## src/microword_hazard_regs.svh

```systemverilog
// Constants for the microword hazard checker
`ifndef MICROWORD_HAZARD_REGS_SVH
`define MICROWORD_HAZARD_REGS_SVH

`define PAD_DEPTH         32
`define STACK_DEPTH       16
`define DATA_WIDTH        32
`define STATUS_WIDTH      4

`define BUS_SRC_MEMORY    0
`define BUS_SRC_PAD_X     1
`define BUS_SRC_PAD_Y     2
`define BUS_SRC_VALUE     3

`define PAD_SRC_BUS       0
`define PAD_SRC_ADDER     1
`define PAD_SRC_MULT      2

`define ERR_RET_PAIR      0
`define ERR_PM_CALL       1
`define ERR_BRK_CALL      2
`define ERR_PM_BUS_BRANCH 3
`define ERR_HALT_CALL     4
`define ERR_FLAG_STALE    5
`define ERR_STATUS_STALE  6
`define ERR_BUS_MULTI     7
`define ERR_X_WRITES      8
`define ERR_Y_WRITES      9
`define ERR_X_READS       10
`define ERR_Y_READS       11
`define ERR_NOLOAD_BRANCH 12
`define ERR_STACK_OVF     13
`define ERR_WIDTH         14

`define SOFT_FLAG_RESET   1'h0
`define STATUS_RESET      4'h0
`define BRANCH_SEE_DELAY  1

`endif

```

## src/microword_hazard_pkg.sv

```systemverilog
// Types shared by the microword hazard checker
`include "microword_hazard_regs.svh"

package microword_hazard_pkg;
  typedef logic signed [2:0] pad_offset_t;
  typedef logic [`ERR_WIDTH-1:0] err_vec_t;
  typedef logic [`STATUS_WIDTH-1:0] status_t;
endpackage

```

## src/hazard_seq_if.sv

```systemverilog
// Sequence signals between checker core and history tracker
`timescale 1ns/1ns
`default_nettype none

interface hazard_seq_if;
  logic valid;
  logic ret;
  logic call;
  logic halt;
  logic pm_field;
  logic brk;
  logic bus_branch;
  logic set_flag;
  logic flag_branch;
  logic load_status;
  logic status_branch;
  logic ret_pair;
  logic pm_call;
  logic halt_call;
  logic brk_call;
  logic bus_zeroed;
  logic flag_stale;
  logic status_stale;
  modport core (
    output valid, ret, call, halt, pm_field, brk, bus_branch,
    output set_flag, flag_branch, load_status, status_branch,
    input  ret_pair, pm_call, halt_call, brk_call, bus_zeroed,
    input  flag_stale, status_stale
  );
  modport tracker (
    input  valid, ret, call, halt, pm_field, brk, bus_branch,
    input  set_flag, flag_branch, load_status, status_branch,
    output ret_pair, pm_call, halt_call, brk_call, bus_zeroed,
    output flag_stale, status_stale
  );
endinterface

`default_nettype wire

```

## src/microword_hazard_rules.sv

```systemverilog
// Microword datapath hazard checker with data pad and stack pointer
`timescale 1ns/1ns
`default_nettype none

`include "microword_hazard_regs.svh"

// Behaviour
// - Return pairs, field op then call, or break then call slip the stack pointer.
// - Halt then call slips the stack pointer; repeating it overflows the stack.
// - Bus negative or zero branch right after a field op sees a zero bus.
// - Flag and status branches see new values only two cycles later.
// - One pad bus source per cycle; one value may reach many destinations.
// - Adder and multiplier results write the pad without using the bus.
// - At most one write into each pad half per cycle.
// - Several reads of one half are legal only at one shared index.
// - A pad read in the write cycle returns the old stored value.
// - Pointer and scratch load take the bus; pad access uses the old pointer.
// - The scratch no-load modifier cannot be combined with a conditional branch.
// - Pad offsets are signed, four below to three above the pointer.
module microword_hazard_rules #(
  parameter int W           = `DATA_WIDTH,
  parameter int PAD_DEPTH   = `PAD_DEPTH,
  parameter int STACK_DEPTH = `STACK_DEPTH
) (
  input  wire logic                                 clk_sys,
  input  wire logic                                 srst,
  input  wire logic                                 instr_valid,
  input  wire logic                                 ret_op,
  input  wire logic                                 call_op,
  input  wire logic                                 halt_op,
  input  wire logic                                 pm_field_op,
  input  wire logic                                 panel_break,
  input  wire logic                                 set_soft_flag,
  input  wire logic                                 soft_flag_value,
  input  wire logic                                 branch_on_soft_flag,
  input  wire logic                                 load_processor_status,
  input  wire microword_hazard_pkg::status_t        status_value,
  input  wire logic                                 branch_on_status,
  input  wire microword_hazard_pkg::status_t        status_mask,
  input  wire logic                                 branch_bus_negative,
  input  wire logic                                 branch_bus_zero,
  input  wire logic                                 cond_branch,
  input  wire logic                                 scratch_no_load,
  input  wire logic [3:0]                           bus_req,
  input  wire logic [W-1:0]                         value_word,
  input  wire logic [W-1:0]                         memory_read_value,
  input  wire logic [W-1:0]                         adder_result,
  input  wire logic [W-1:0]                         multiplier_result,
  input  wire logic [1:0][2:0]                      wr_req,
  input  wire microword_hazard_pkg::pad_offset_t [1:0][2:0] wr_off,
  input  wire logic [1:0][2:0]                      rd_req,
  input  wire microword_hazard_pkg::pad_offset_t [1:0][2:0] rd_off,
  input  wire logic                                 load_pad_pointer,
  input  wire logic                                 load_scratch_indirect,
  output logic [W-1:0]                              pad_bus_out,
  output logic [W-1:0]                              operand_x,
  output logic [W-1:0]                              operand_y,
  output logic [W-1:0]                              scratch_data,
  output logic                                      scratch_load,
  output logic [$clog2(PAD_DEPTH)-1:0]              pad_index_pointer,
  output logic                                      branch_taken,
  output logic [$clog2(STACK_DEPTH)-1:0]            stack_pointer,
  output logic                                      stack_overflow,
  output microword_hazard_pkg::err_vec_t            hazard_err
);
  localparam int PA_W = $clog2(PAD_DEPTH);
  localparam int SP_W = $clog2(STACK_DEPTH);

  hazard_seq_if seq ();

  microword_seq_tracker u_tracker (
    .clk_sys (clk_sys),
    .srst    (srst),
    .seq     (seq)
  );

  logic                             brk_meta_reg;
  logic                             brk_sync_reg;
  logic [W-1:0]                     bus_val;
  logic [W-1:0]                     eff_bus;
  logic [1:0]                       wr_multi;
  logic [1:0]                       rd_clash;
  logic [W-1:0]                     rd_val [2];
  logic [W-1:0]                     operand_reg [2];
  logic [PA_W-1:0]                  ptr_reg;
  logic [PA_W-1:0]                  ptr_next;
  logic [W-1:0]                     bus_out_reg;
  logic [W-1:0]                     scratch_reg;
  logic [W-1:0]                     scratch_next;
  logic                             scratch_load_reg;
  logic                             flag_reg;
  logic                             flag_next;
  logic                             flag_seen_reg;
  microword_hazard_pkg::status_t    status_reg;
  microword_hazard_pkg::status_t    status_next;
  microword_hazard_pkg::status_t    status_seen_reg;
  logic                             taken_reg;
  logic                             taken_next;
  logic [SP_W-1:0]                  sp_reg;
  logic [SP_W-1:0]                  sp_next;
  logic [SP_W:0]                    sp_sum;
  logic [1:0]                       sp_inc;
  logic                             ovf_reg;
  logic                             ovf_next;
  microword_hazard_pkg::err_vec_t   err_reg;
  microword_hazard_pkg::err_vec_t   err_next;
  logic                             any_branch;

  assign seq.valid         = instr_valid;
  assign seq.ret           = ret_op;
  assign seq.call          = call_op;
  assign seq.halt          = halt_op;
  assign seq.pm_field      = pm_field_op;
  assign seq.brk           = brk_sync_reg;
  assign seq.bus_branch    = branch_bus_negative | branch_bus_zero;
  assign seq.set_flag      = set_soft_flag;
  assign seq.flag_branch   = branch_on_soft_flag;
  assign seq.load_status   = load_processor_status;
  assign seq.status_branch = branch_on_status;

  // Single bus driver, lowest source number wins on a clash
  always_comb begin
    bus_val = '0;
    if (bus_req[`BUS_SRC_VALUE])  bus_val = value_word;
    if (bus_req[`BUS_SRC_PAD_Y])  bus_val = rd_val[1];
    if (bus_req[`BUS_SRC_PAD_X])  bus_val = rd_val[0];
    if (bus_req[`BUS_SRC_MEMORY]) bus_val = memory_read_value;
    eff_bus = seq.bus_zeroed ? '0 : bus_val;
  end

  // One data pad half per loop pass: X then Y
  for (genvar h = 0; h < 2; h++) begin : g_half
    logic [W-1:0]    mem [PAD_DEPTH];
    logic [PA_W-1:0] waddr;
    logic [PA_W-1:0] raddr;
    logic [W-1:0]    wdata;
    logic            wen;

    always_comb begin
      // More than one writer in a half is a conflict
      wr_multi[h] = |(wr_req[h] & (wr_req[h] - 3'h1));
      rd_clash[h] = 1'h0;
      for (int j = 0; j < 3; j++) begin
        for (int k = j + 1; k < 3; k++) begin
          if (rd_req[h][j] && rd_req[h][k] && rd_off[h][j] != rd_off[h][k]) begin
            rd_clash[h] = 1'h1;
          end
        end
      end
      // Offsets are signed steps from the pointer held before this cycle
      raddr = PA_W'(ptr_reg + PA_W'(rd_off[h][`PAD_SRC_BUS]));
      if (!rd_req[h][`PAD_SRC_BUS]) begin
        raddr = rd_req[h][`PAD_SRC_ADDER] ? PA_W'(ptr_reg + PA_W'(rd_off[h][`PAD_SRC_ADDER]))
                                          : PA_W'(ptr_reg + PA_W'(rd_off[h][`PAD_SRC_MULT]));
      end
      wen   = instr_valid & (|wr_req[h]);
      waddr = PA_W'(ptr_reg + PA_W'(wr_off[h][`PAD_SRC_MULT]));
      wdata = multiplier_result;
      if (wr_req[h][`PAD_SRC_ADDER]) begin
        waddr = PA_W'(ptr_reg + PA_W'(wr_off[h][`PAD_SRC_ADDER]));
        wdata = adder_result;
      end
      if (wr_req[h][`PAD_SRC_BUS]) begin
        waddr = PA_W'(ptr_reg + PA_W'(wr_off[h][`PAD_SRC_BUS]));
        wdata = bus_val;
      end
    end

    // Stored value is read before the write lands at the edge
    assign rd_val[h] = mem[raddr];

    always_ff @(posedge clk_sys) begin
      if (wen) begin
        mem[waddr] <= wdata;
      end
      if (srst) begin
        operand_reg[h] <= '0;
      end else begin
        operand_reg[h] <= rd_val[h];
      end
    end

  end

  assign any_branch = cond_branch | branch_bus_negative | branch_bus_zero |
                      branch_on_soft_flag | branch_on_status;

  // Next state for pointer, flags, branch, stack and errors
  always_comb begin
    ptr_next     = ptr_reg;
    scratch_next = scratch_reg;
    flag_next    = flag_reg;
    status_next  = status_reg;
    sp_inc       = 2'h0;
    sp_next      = sp_reg;
    ovf_next     = ovf_reg;
    taken_next   = 1'h0;
    err_next     = '0;
    if (instr_valid && load_pad_pointer) begin
      ptr_next = bus_val[PA_W-1:0];
    end
    if (instr_valid && load_scratch_indirect) begin
      scratch_next = bus_val;
    end
    if (instr_valid && set_soft_flag) begin
      flag_next = soft_flag_value;
    end
    if (instr_valid && load_processor_status) begin
      status_next = status_value;
    end
    if (instr_valid) begin
      // Flag and status branches read the copies that lag one cycle
      taken_next = (branch_bus_negative & eff_bus[W-1]) |
                   (branch_bus_zero & (eff_bus == '0)) |
                   (branch_on_soft_flag & flag_seen_reg) |
                   (branch_on_status & (|(status_seen_reg & status_mask)));
    end
    // A slipped call pushes twice; a second return in a row does not pop
    if (instr_valid && call_op) begin
      sp_inc = (seq.pm_call | seq.halt_call | seq.brk_call) ? 2'h2 : 2'h1;
    end
    sp_sum = {1'h0, sp_reg} + (SP_W + 1)'(sp_inc);
    if (sp_sum > (SP_W + 1)'(STACK_DEPTH - 1)) begin
      sp_next  = SP_W'(STACK_DEPTH - 1);
      ovf_next = 1'h1;
    end else begin
      sp_next = sp_sum[SP_W-1:0];
    end
    if (instr_valid && ret_op && !call_op && !seq.ret_pair && sp_reg != '0) begin
      sp_next = sp_reg - SP_W'(1);
    end
    err_next[`ERR_RET_PAIR]      = seq.ret_pair;
    err_next[`ERR_PM_CALL]       = seq.pm_call;
    err_next[`ERR_BRK_CALL]      = seq.brk_call;
    err_next[`ERR_PM_BUS_BRANCH] = seq.bus_zeroed;
    err_next[`ERR_HALT_CALL]     = seq.halt_call;
    err_next[`ERR_FLAG_STALE]    = seq.flag_stale;
    err_next[`ERR_STATUS_STALE]  = seq.status_stale;
    err_next[`ERR_BUS_MULTI]     = instr_valid & !$onehot0(bus_req);
    err_next[`ERR_X_WRITES]      = instr_valid & wr_multi[0];
    err_next[`ERR_Y_WRITES]      = instr_valid & wr_multi[1];
    err_next[`ERR_X_READS]       = instr_valid & rd_clash[0];
    err_next[`ERR_Y_READS]       = instr_valid & rd_clash[1];
    err_next[`ERR_NOLOAD_BRANCH] = instr_valid & scratch_no_load & any_branch;
    err_next[`ERR_STACK_OVF]     = instr_valid & call_op & ovf_next & !ovf_reg;
  end

  always_ff @(posedge clk_sys) begin
    if (srst) begin
      brk_meta_reg     <= 1'h0;
      brk_sync_reg     <= 1'h0;
      ptr_reg          <= '0;
      scratch_reg      <= '0;
      scratch_load_reg <= 1'h0;
      bus_out_reg      <= '0;
      flag_reg         <= `SOFT_FLAG_RESET;
      flag_seen_reg    <= `SOFT_FLAG_RESET;
      status_reg       <= `STATUS_RESET;
      status_seen_reg  <= `STATUS_RESET;
      taken_reg        <= 1'h0;
      sp_reg           <= '0;
      ovf_reg          <= 1'h0;
      err_reg          <= '0;
    end else begin
      brk_meta_reg     <= panel_break;
      brk_sync_reg     <= brk_meta_reg;
      ptr_reg          <= ptr_next;
      scratch_reg      <= scratch_next;
      scratch_load_reg <= instr_valid & load_scratch_indirect;
      bus_out_reg      <= bus_val;
      flag_reg         <= flag_next;
      flag_seen_reg    <= flag_reg;
      status_reg       <= status_next;
      status_seen_reg  <= status_reg;
      taken_reg        <= taken_next;
      sp_reg           <= sp_next;
      ovf_reg          <= ovf_next;
      err_reg          <= err_next;
    end
  end

  assign pad_bus_out       = bus_out_reg;
  assign operand_x         = operand_reg[0];
  assign operand_y         = operand_reg[1];
  assign scratch_data      = scratch_reg;
  assign scratch_load      = scratch_load_reg;
  assign pad_index_pointer = ptr_reg;
  assign branch_taken      = taken_reg;
  assign stack_pointer     = sp_reg;
  assign stack_overflow    = ovf_reg;
  assign hazard_err        = err_reg;
endmodule

`default_nettype wire

```

## src/microword_seq_tracker.sv

```systemverilog
// Instruction history and sequence hazard detection
`timescale 1ns/1ns
`default_nettype none

module microword_seq_tracker (
  input  wire logic   clk_sys,
  input  wire logic   srst,
  hazard_seq_if.tracker seq
);
  logic prev_ret_reg;
  logic prev_ret_next;
  logic prev_pm_reg;
  logic prev_pm_next;
  logic prev_halt_reg;
  logic prev_halt_next;
  logic prev_brk_reg;
  logic prev_brk_next;
  logic prev_set_reg;
  logic prev_set_next;
  logic prev_load_reg;
  logic prev_load_next;

  // History follows instructions; a break is held until the next one
  always_comb begin
    prev_ret_next  = prev_ret_reg;
    prev_pm_next   = prev_pm_reg;
    prev_halt_next = prev_halt_reg;
    prev_set_next  = prev_set_reg;
    prev_load_next = prev_load_reg;
    prev_brk_next  = prev_brk_reg | seq.brk;
    if (seq.valid) begin
      prev_ret_next  = seq.ret;
      prev_pm_next   = seq.pm_field;
      prev_halt_next = seq.halt;
      prev_set_next  = seq.set_flag;
      prev_load_next = seq.load_status;
      prev_brk_next  = seq.brk;
    end
  end

  always_ff @(posedge clk_sys) begin
    if (srst) begin
      prev_ret_reg  <= 1'h0;
      prev_pm_reg   <= 1'h0;
      prev_halt_reg <= 1'h0;
      prev_brk_reg  <= 1'h0;
      prev_set_reg  <= 1'h0;
      prev_load_reg <= 1'h0;
    end else begin
      prev_ret_reg  <= prev_ret_next;
      prev_pm_reg   <= prev_pm_next;
      prev_halt_reg <= prev_halt_next;
      prev_brk_reg  <= prev_brk_next;
      prev_set_reg  <= prev_set_next;
      prev_load_reg <= prev_load_next;
    end
  end

  assign seq.ret_pair     = seq.valid & seq.ret & prev_ret_reg;
  assign seq.pm_call      = seq.valid & seq.call & prev_pm_reg;
  assign seq.brk_call     = seq.valid & seq.call & prev_brk_reg;
  assign seq.halt_call    = seq.valid & seq.call & prev_halt_reg;
  assign seq.bus_zeroed   = seq.valid & seq.bus_branch & prev_pm_reg;
  assign seq.flag_stale   = seq.valid & seq.flag_branch & prev_set_reg;
  assign seq.status_stale = seq.valid & seq.status_branch & prev_load_reg;
endmodule

`default_nettype wire
```

## config.mk

```make
export PLATFORM = sky130hd
export DESIGN_NAME = microword_hazard_rules
export DESIGN_NICKNAME = d
export VERILOG_FILES = /design/src/microword_hazard_pkg.sv /design/src/hazard_seq_if.sv /design/src/microword_hazard_rules.sv /design/src/microword_seq_tracker.sv
export VERILOG_INCLUDE_DIRS = /design/src
export SDC_FILE = /design/constraint.sdc
export NUM_CORES = 2
export LEC_CHECK = 0
export BUFFER_PORTS_ARGS = -buffer_cell sky130_fd_sc_hd__buf_2
export CAP_MARGIN = 0
export CORE_ASPECT_RATIO = 0.7
export CORE_MARGIN = 5
export CORE_UTILIZATION = 57
export CTS_CLUSTER_SIZE = 25
export DETAILED_ROUTE_END_ITERATION = 10
export MAX_ROUTING_LAYER = met4
export PLACE_DENSITY = 0.74
export SKIP_LAST_GASP = 1
export SLEW_MARGIN = 10
export SYNTH_ARGS = -nofsm -noshare
export SYNTH_HDL_FRONTEND = slang
export SYNTH_SLANG_ARGS = --single-unit
```

## constraint.sdc

```tcl
create_clock -name clk_sys -period 7.65 [get_ports clk_sys]
set_input_delay 1.1475 -clock clk_sys [delete_from_list [all_inputs] [get_ports clk_sys]]
set_output_delay 1.1475 -clock clk_sys [all_outputs]
set_load 0.1 [all_outputs]
```

==> results.py <==
metrics = {
    "outcome": {
        "outcome": "completed",
    },
    "min_path": {
        "holdPathEnd": "brk_sync_reg",
        "min_from": "brk_meta_reg",
        "hold_path_class": "register to register",
        "hold_path_depth": 1,
    },
    "worst_setup_path": {
        "criticalPathCategory": "register to register",
        "critPathArrivalTime_ns": 7.62,
        "r2r_start": "pad_index_pointer[1]",
        "cp-start-kind": "register",
        "cp_max_fo": 68,
        "r2r_slack_ns": 0.79,
        "reg2reg_depth": 16,
        "cp-end-kind": "register",
        "required_ns": 8.41,
        "r2r_end": "branch_taken",
    },
    "timing": {
        "slew_headroom_pct": 6.00,
        "worst_pin_slew_ns": 1.41,
        "whs_ns": 0.442,
        "setup-violations-final": 0,
        "setup_tns_ns": 0,
        "fmax_mhz": 146,
        "finalClockSkew_ns": 0.0422,
        "fin_crit_sh_pct": 89.7,
        "finalHoldViolations": 0,
        "rsz0062_at_grt": "false",
        "fin_crit_ns": 6.86,
        "drv_slew": 0,
    },
    "detailed_routing": {
        "wire_per_inst_um": 34.0,
        "met1_length_um": 108000,
        "wl_met2_um": 122000,
        "ant_nets": 0,
        "drt-total-wl_um": 299000,
        "vias": 60467,
        "drt_iter0_markers": 9881,
        "drc_errors": 0,
        "first_pass_iters": 8,
        "vias_per_cell": 6.88,
        "wl_met3_um": 49400,
        "top_layer": "met4",
    },
    "cells_and_area": {
        "largest_reg_flops": 2048,
        "layout_common_cells": "edfxtp_1 (2,048), nor2b_1 (691), a2111oi_0 (682), mux2i_1 (488), buf_2 (355)",
        "multi_input_area_um2": 24900,
        "areaGrowthSynthToFinish_pct": 13.9,
        "final_common_cell": "edfxtp_1",
        "fillers": 10837,
        "nNetsFinal": 6702,
        "fin_cells": 8784,
        "regArea_um2": 64900,
        "drive_gt1_share_pct": 17.2,
    },
    "placed_design": {
        "post-place-cells": 8375,
        "hpwl_um": 182000,
        "io_buffers": 360,
        "gp_congestion": 0.964,
    },
    "synthesis": {
        "synth_edf_count": 2048,
        "synth.avg_cell_area_um2": 14.9,
        "synth_area_leaders": "edfxtp_1 (68%), a2111oi_0 (6.6%), mux2i_1 (5.4%)",
        "ys_ff_latch": 2220,
        "synth_cell_type_count": 56,
        "async_reset_ff_share_pct": 0,
        "ys_warn_count": 0,
        "yosysSeqAreaShare_pct": 71.3,
        "ys.flop_type": "edfxtp_1",
        "synth.largest_area_cell": "edfxtp_1",
        "synth.net_count": 6333,
        "synth_top_area_share_pct": 67.5,
        "synthCells": 6097,
        "synth_area_um2": 91100,
    },
    "power": {
        "power_density_nw_per_um2": 303,
        "p_sw_mw": 10.2,
        "internal_power_mw": 21.3,
        "leakagePower_nw": 34.8,
        "combPwrFrac_pct": 23.4,
        "switching_share_pct": 32.3,
        "finalPower_mw": 31.5,
        "clock_power_share_pct": 31.6,
        "vdd.ir_drop.worst_mv": 0.265,
        "seq_power_share_pct": 45.0,
    },
    "clocking": {
        "cts.path.max_buffers": 3,
        "cts_root_buf": "clkbuf_16",
        "cts_resized": 0,
        "clk_pin_slew_ns": 0.06,
        "cts_buffers": 197,
        "cts_tree": "built",
        "htreeDepth": 4,
        "worstSkewPairLatency_ns": 0.87,
        "cts_setup_buffers": 0,
        "cts.hold.buffers_added": 0,
        "clock_sinks": 2220,
    },
    "floorplanning": {
        "rows": 122,
        "die_area_um2": 168000,
        "io_pins": 361,
        "core_um2": 158000,
        "die_y_um": 344,
        "fp.dieW_um": 488,
        "start_util_pct": 57.5,
    },
    "grt": {
        "antenna_found_initial": 35,
        "grt_usage_pct": 36.1,
        "gr-total-overflow": 0,
        "grt_max_degree": 158,
        "grt_pass1_wl_um": 417000,
        "grt_pass1_vias": 55748,
    },
    "run": {
        "maxCapViolCount": 0,
    },
}
-- metal layers --
| layer | up-vias | GRT usage [%] |
|---|---|---|
| met5 | - | - |
| met4 | 0 | 20.2 |
| li1 | 24982 | - |
| met3 | 773 | 13.3 |
| met2 | 4975 | 47.6 |
| met1 | 29737 | 48.3 |
-- cells by family (layout without fill, tap and decap cells) --
family | after synthesis | count (layout) | share of synthesized area [%]
flip-flops | 2220 | 2220 | 71.3
AND/OR/NAND/NOR | 1685 | 1685 | 10.2
AO/OA/AOI/OAI | 1080 | 1080 | 9.48
multiplexers | 522 | 522 | 5.80
buffers and inverters | 522 | 1059 | 2.40
XOR/XNOR | 39 | 39 | 0.431
adder cells (fa/ha/maj) | 29 | 29 | 0.448
other | 0 | 42 | 0
-- worst max-delay path, cell delays in order, from the launching register on --
cell	delay (ns)
dfxtp_1	0.83
inv_1	0.45
fa_4	1.31
buf_12	0.28
buf_4	0.57
nor2b_1	0.14
a2111oi_0	0.62
nor4_1	0.18
mux2i_1	0.16
mux2_2	0.22
o2bb2ai_1	0.44
o22ai_1	0.17
nor4_1	0.50
buf_4	0.24
nand4_1	0.13
buf_4	0.19
a311oi_1	0.24
-- synth_stat cells, types with 2 or more instances --
cell type and n:
a2111o_1 30, a2111oi_0 682, a211oi_1 65, a21o_1 37, a21oi_1 156, a22o_1 2, a22oi_1 3, a31oi_1 32
a32oi_1 2, and3_1 6, and3b_1 31, buf_1 22, buf_2 97, buf_4 9, buf_6 9, clkbuf_1 361
dfxtp_1 172, edfxtp_1 2048, fa_1 6, ha_1 23, inv_1 23, mux2_2 32, mux2i_1 488, nand2_1 146
nand2b_1 3, nand3_1 322, nand4_1 42, nor2_1 236, nor2b_1 691, nor3_1 7, nor3b_1 3, nor4_1 129
o21a_1 3, o21ai_0 13, o22ai_1 17, o2bb2ai_1 33, or2_1 25, or2_2 6, or3_1 34, xnor2_1 23
xnor3_1 2, xor2_1 12
-- per-stage QoR --
| stage | setup WS, ns | utilization, % | instance area (µm²) |
|---|---|---|---|
| 4_1_cts | 1.12 | 65.4 | 104000 |
| 3_5_place_dp | 0.332 | 61.4 | 97200 |
| 5_1_grt | 0.721 | 65.5 | 104000 |
| 6_report | 0.790 | 65.5 | 104000 |
| 2_1_floorplan | 1.97 | - | 91100 |
| 3_3_place_gp | 0.303 | 61.3 | 97200 |
-- worst max path at each step --
stage,endpoint,cells after the start,start
2_1_floorplan,g_half[0].mem[0][12],18,rd_req[0]
3_3_place_gp,branch_taken,19,rd_req[4]
3_5_place_dp,g_half[1].mem[13][2],16,rd_req[4]
4_1_cts,branch_taken,16,pad_index_pointer[1]
5_1_grt,branch_taken,16,pad_index_pointer[1]
6_report,branch_taken,16,pad_index_pointer[1]
-- power groups by stage --
stage / Clock [mW] / Combinational [mW] / Sequential [mW]
after floorplan: 0 / 3.30 / 15.5
after global placement: 0 / 7.00 / 14.4
after detailed placement: 0 / 7.09 / 14.4
after CTS: 9.99 / 7.12 / 14.2
after global routing: 10.5 / 7.59 / 14.2
final: 9.97 / 7.36 / 14.2
-- final cells by class --
type | instances | area share [%]
clock inverter | 98 | 0.943
multi-input combinational | 3355 | 24.0
sequential | 2220 | 62.6
timing repair buffer | 668 | 4.51
tap | 2108 | 2.54
antenna | 42 | 0.101
inverter | 24 | 0.0916
clock buffer | 269 | 5.25
(Power assumes the default switching activity.)
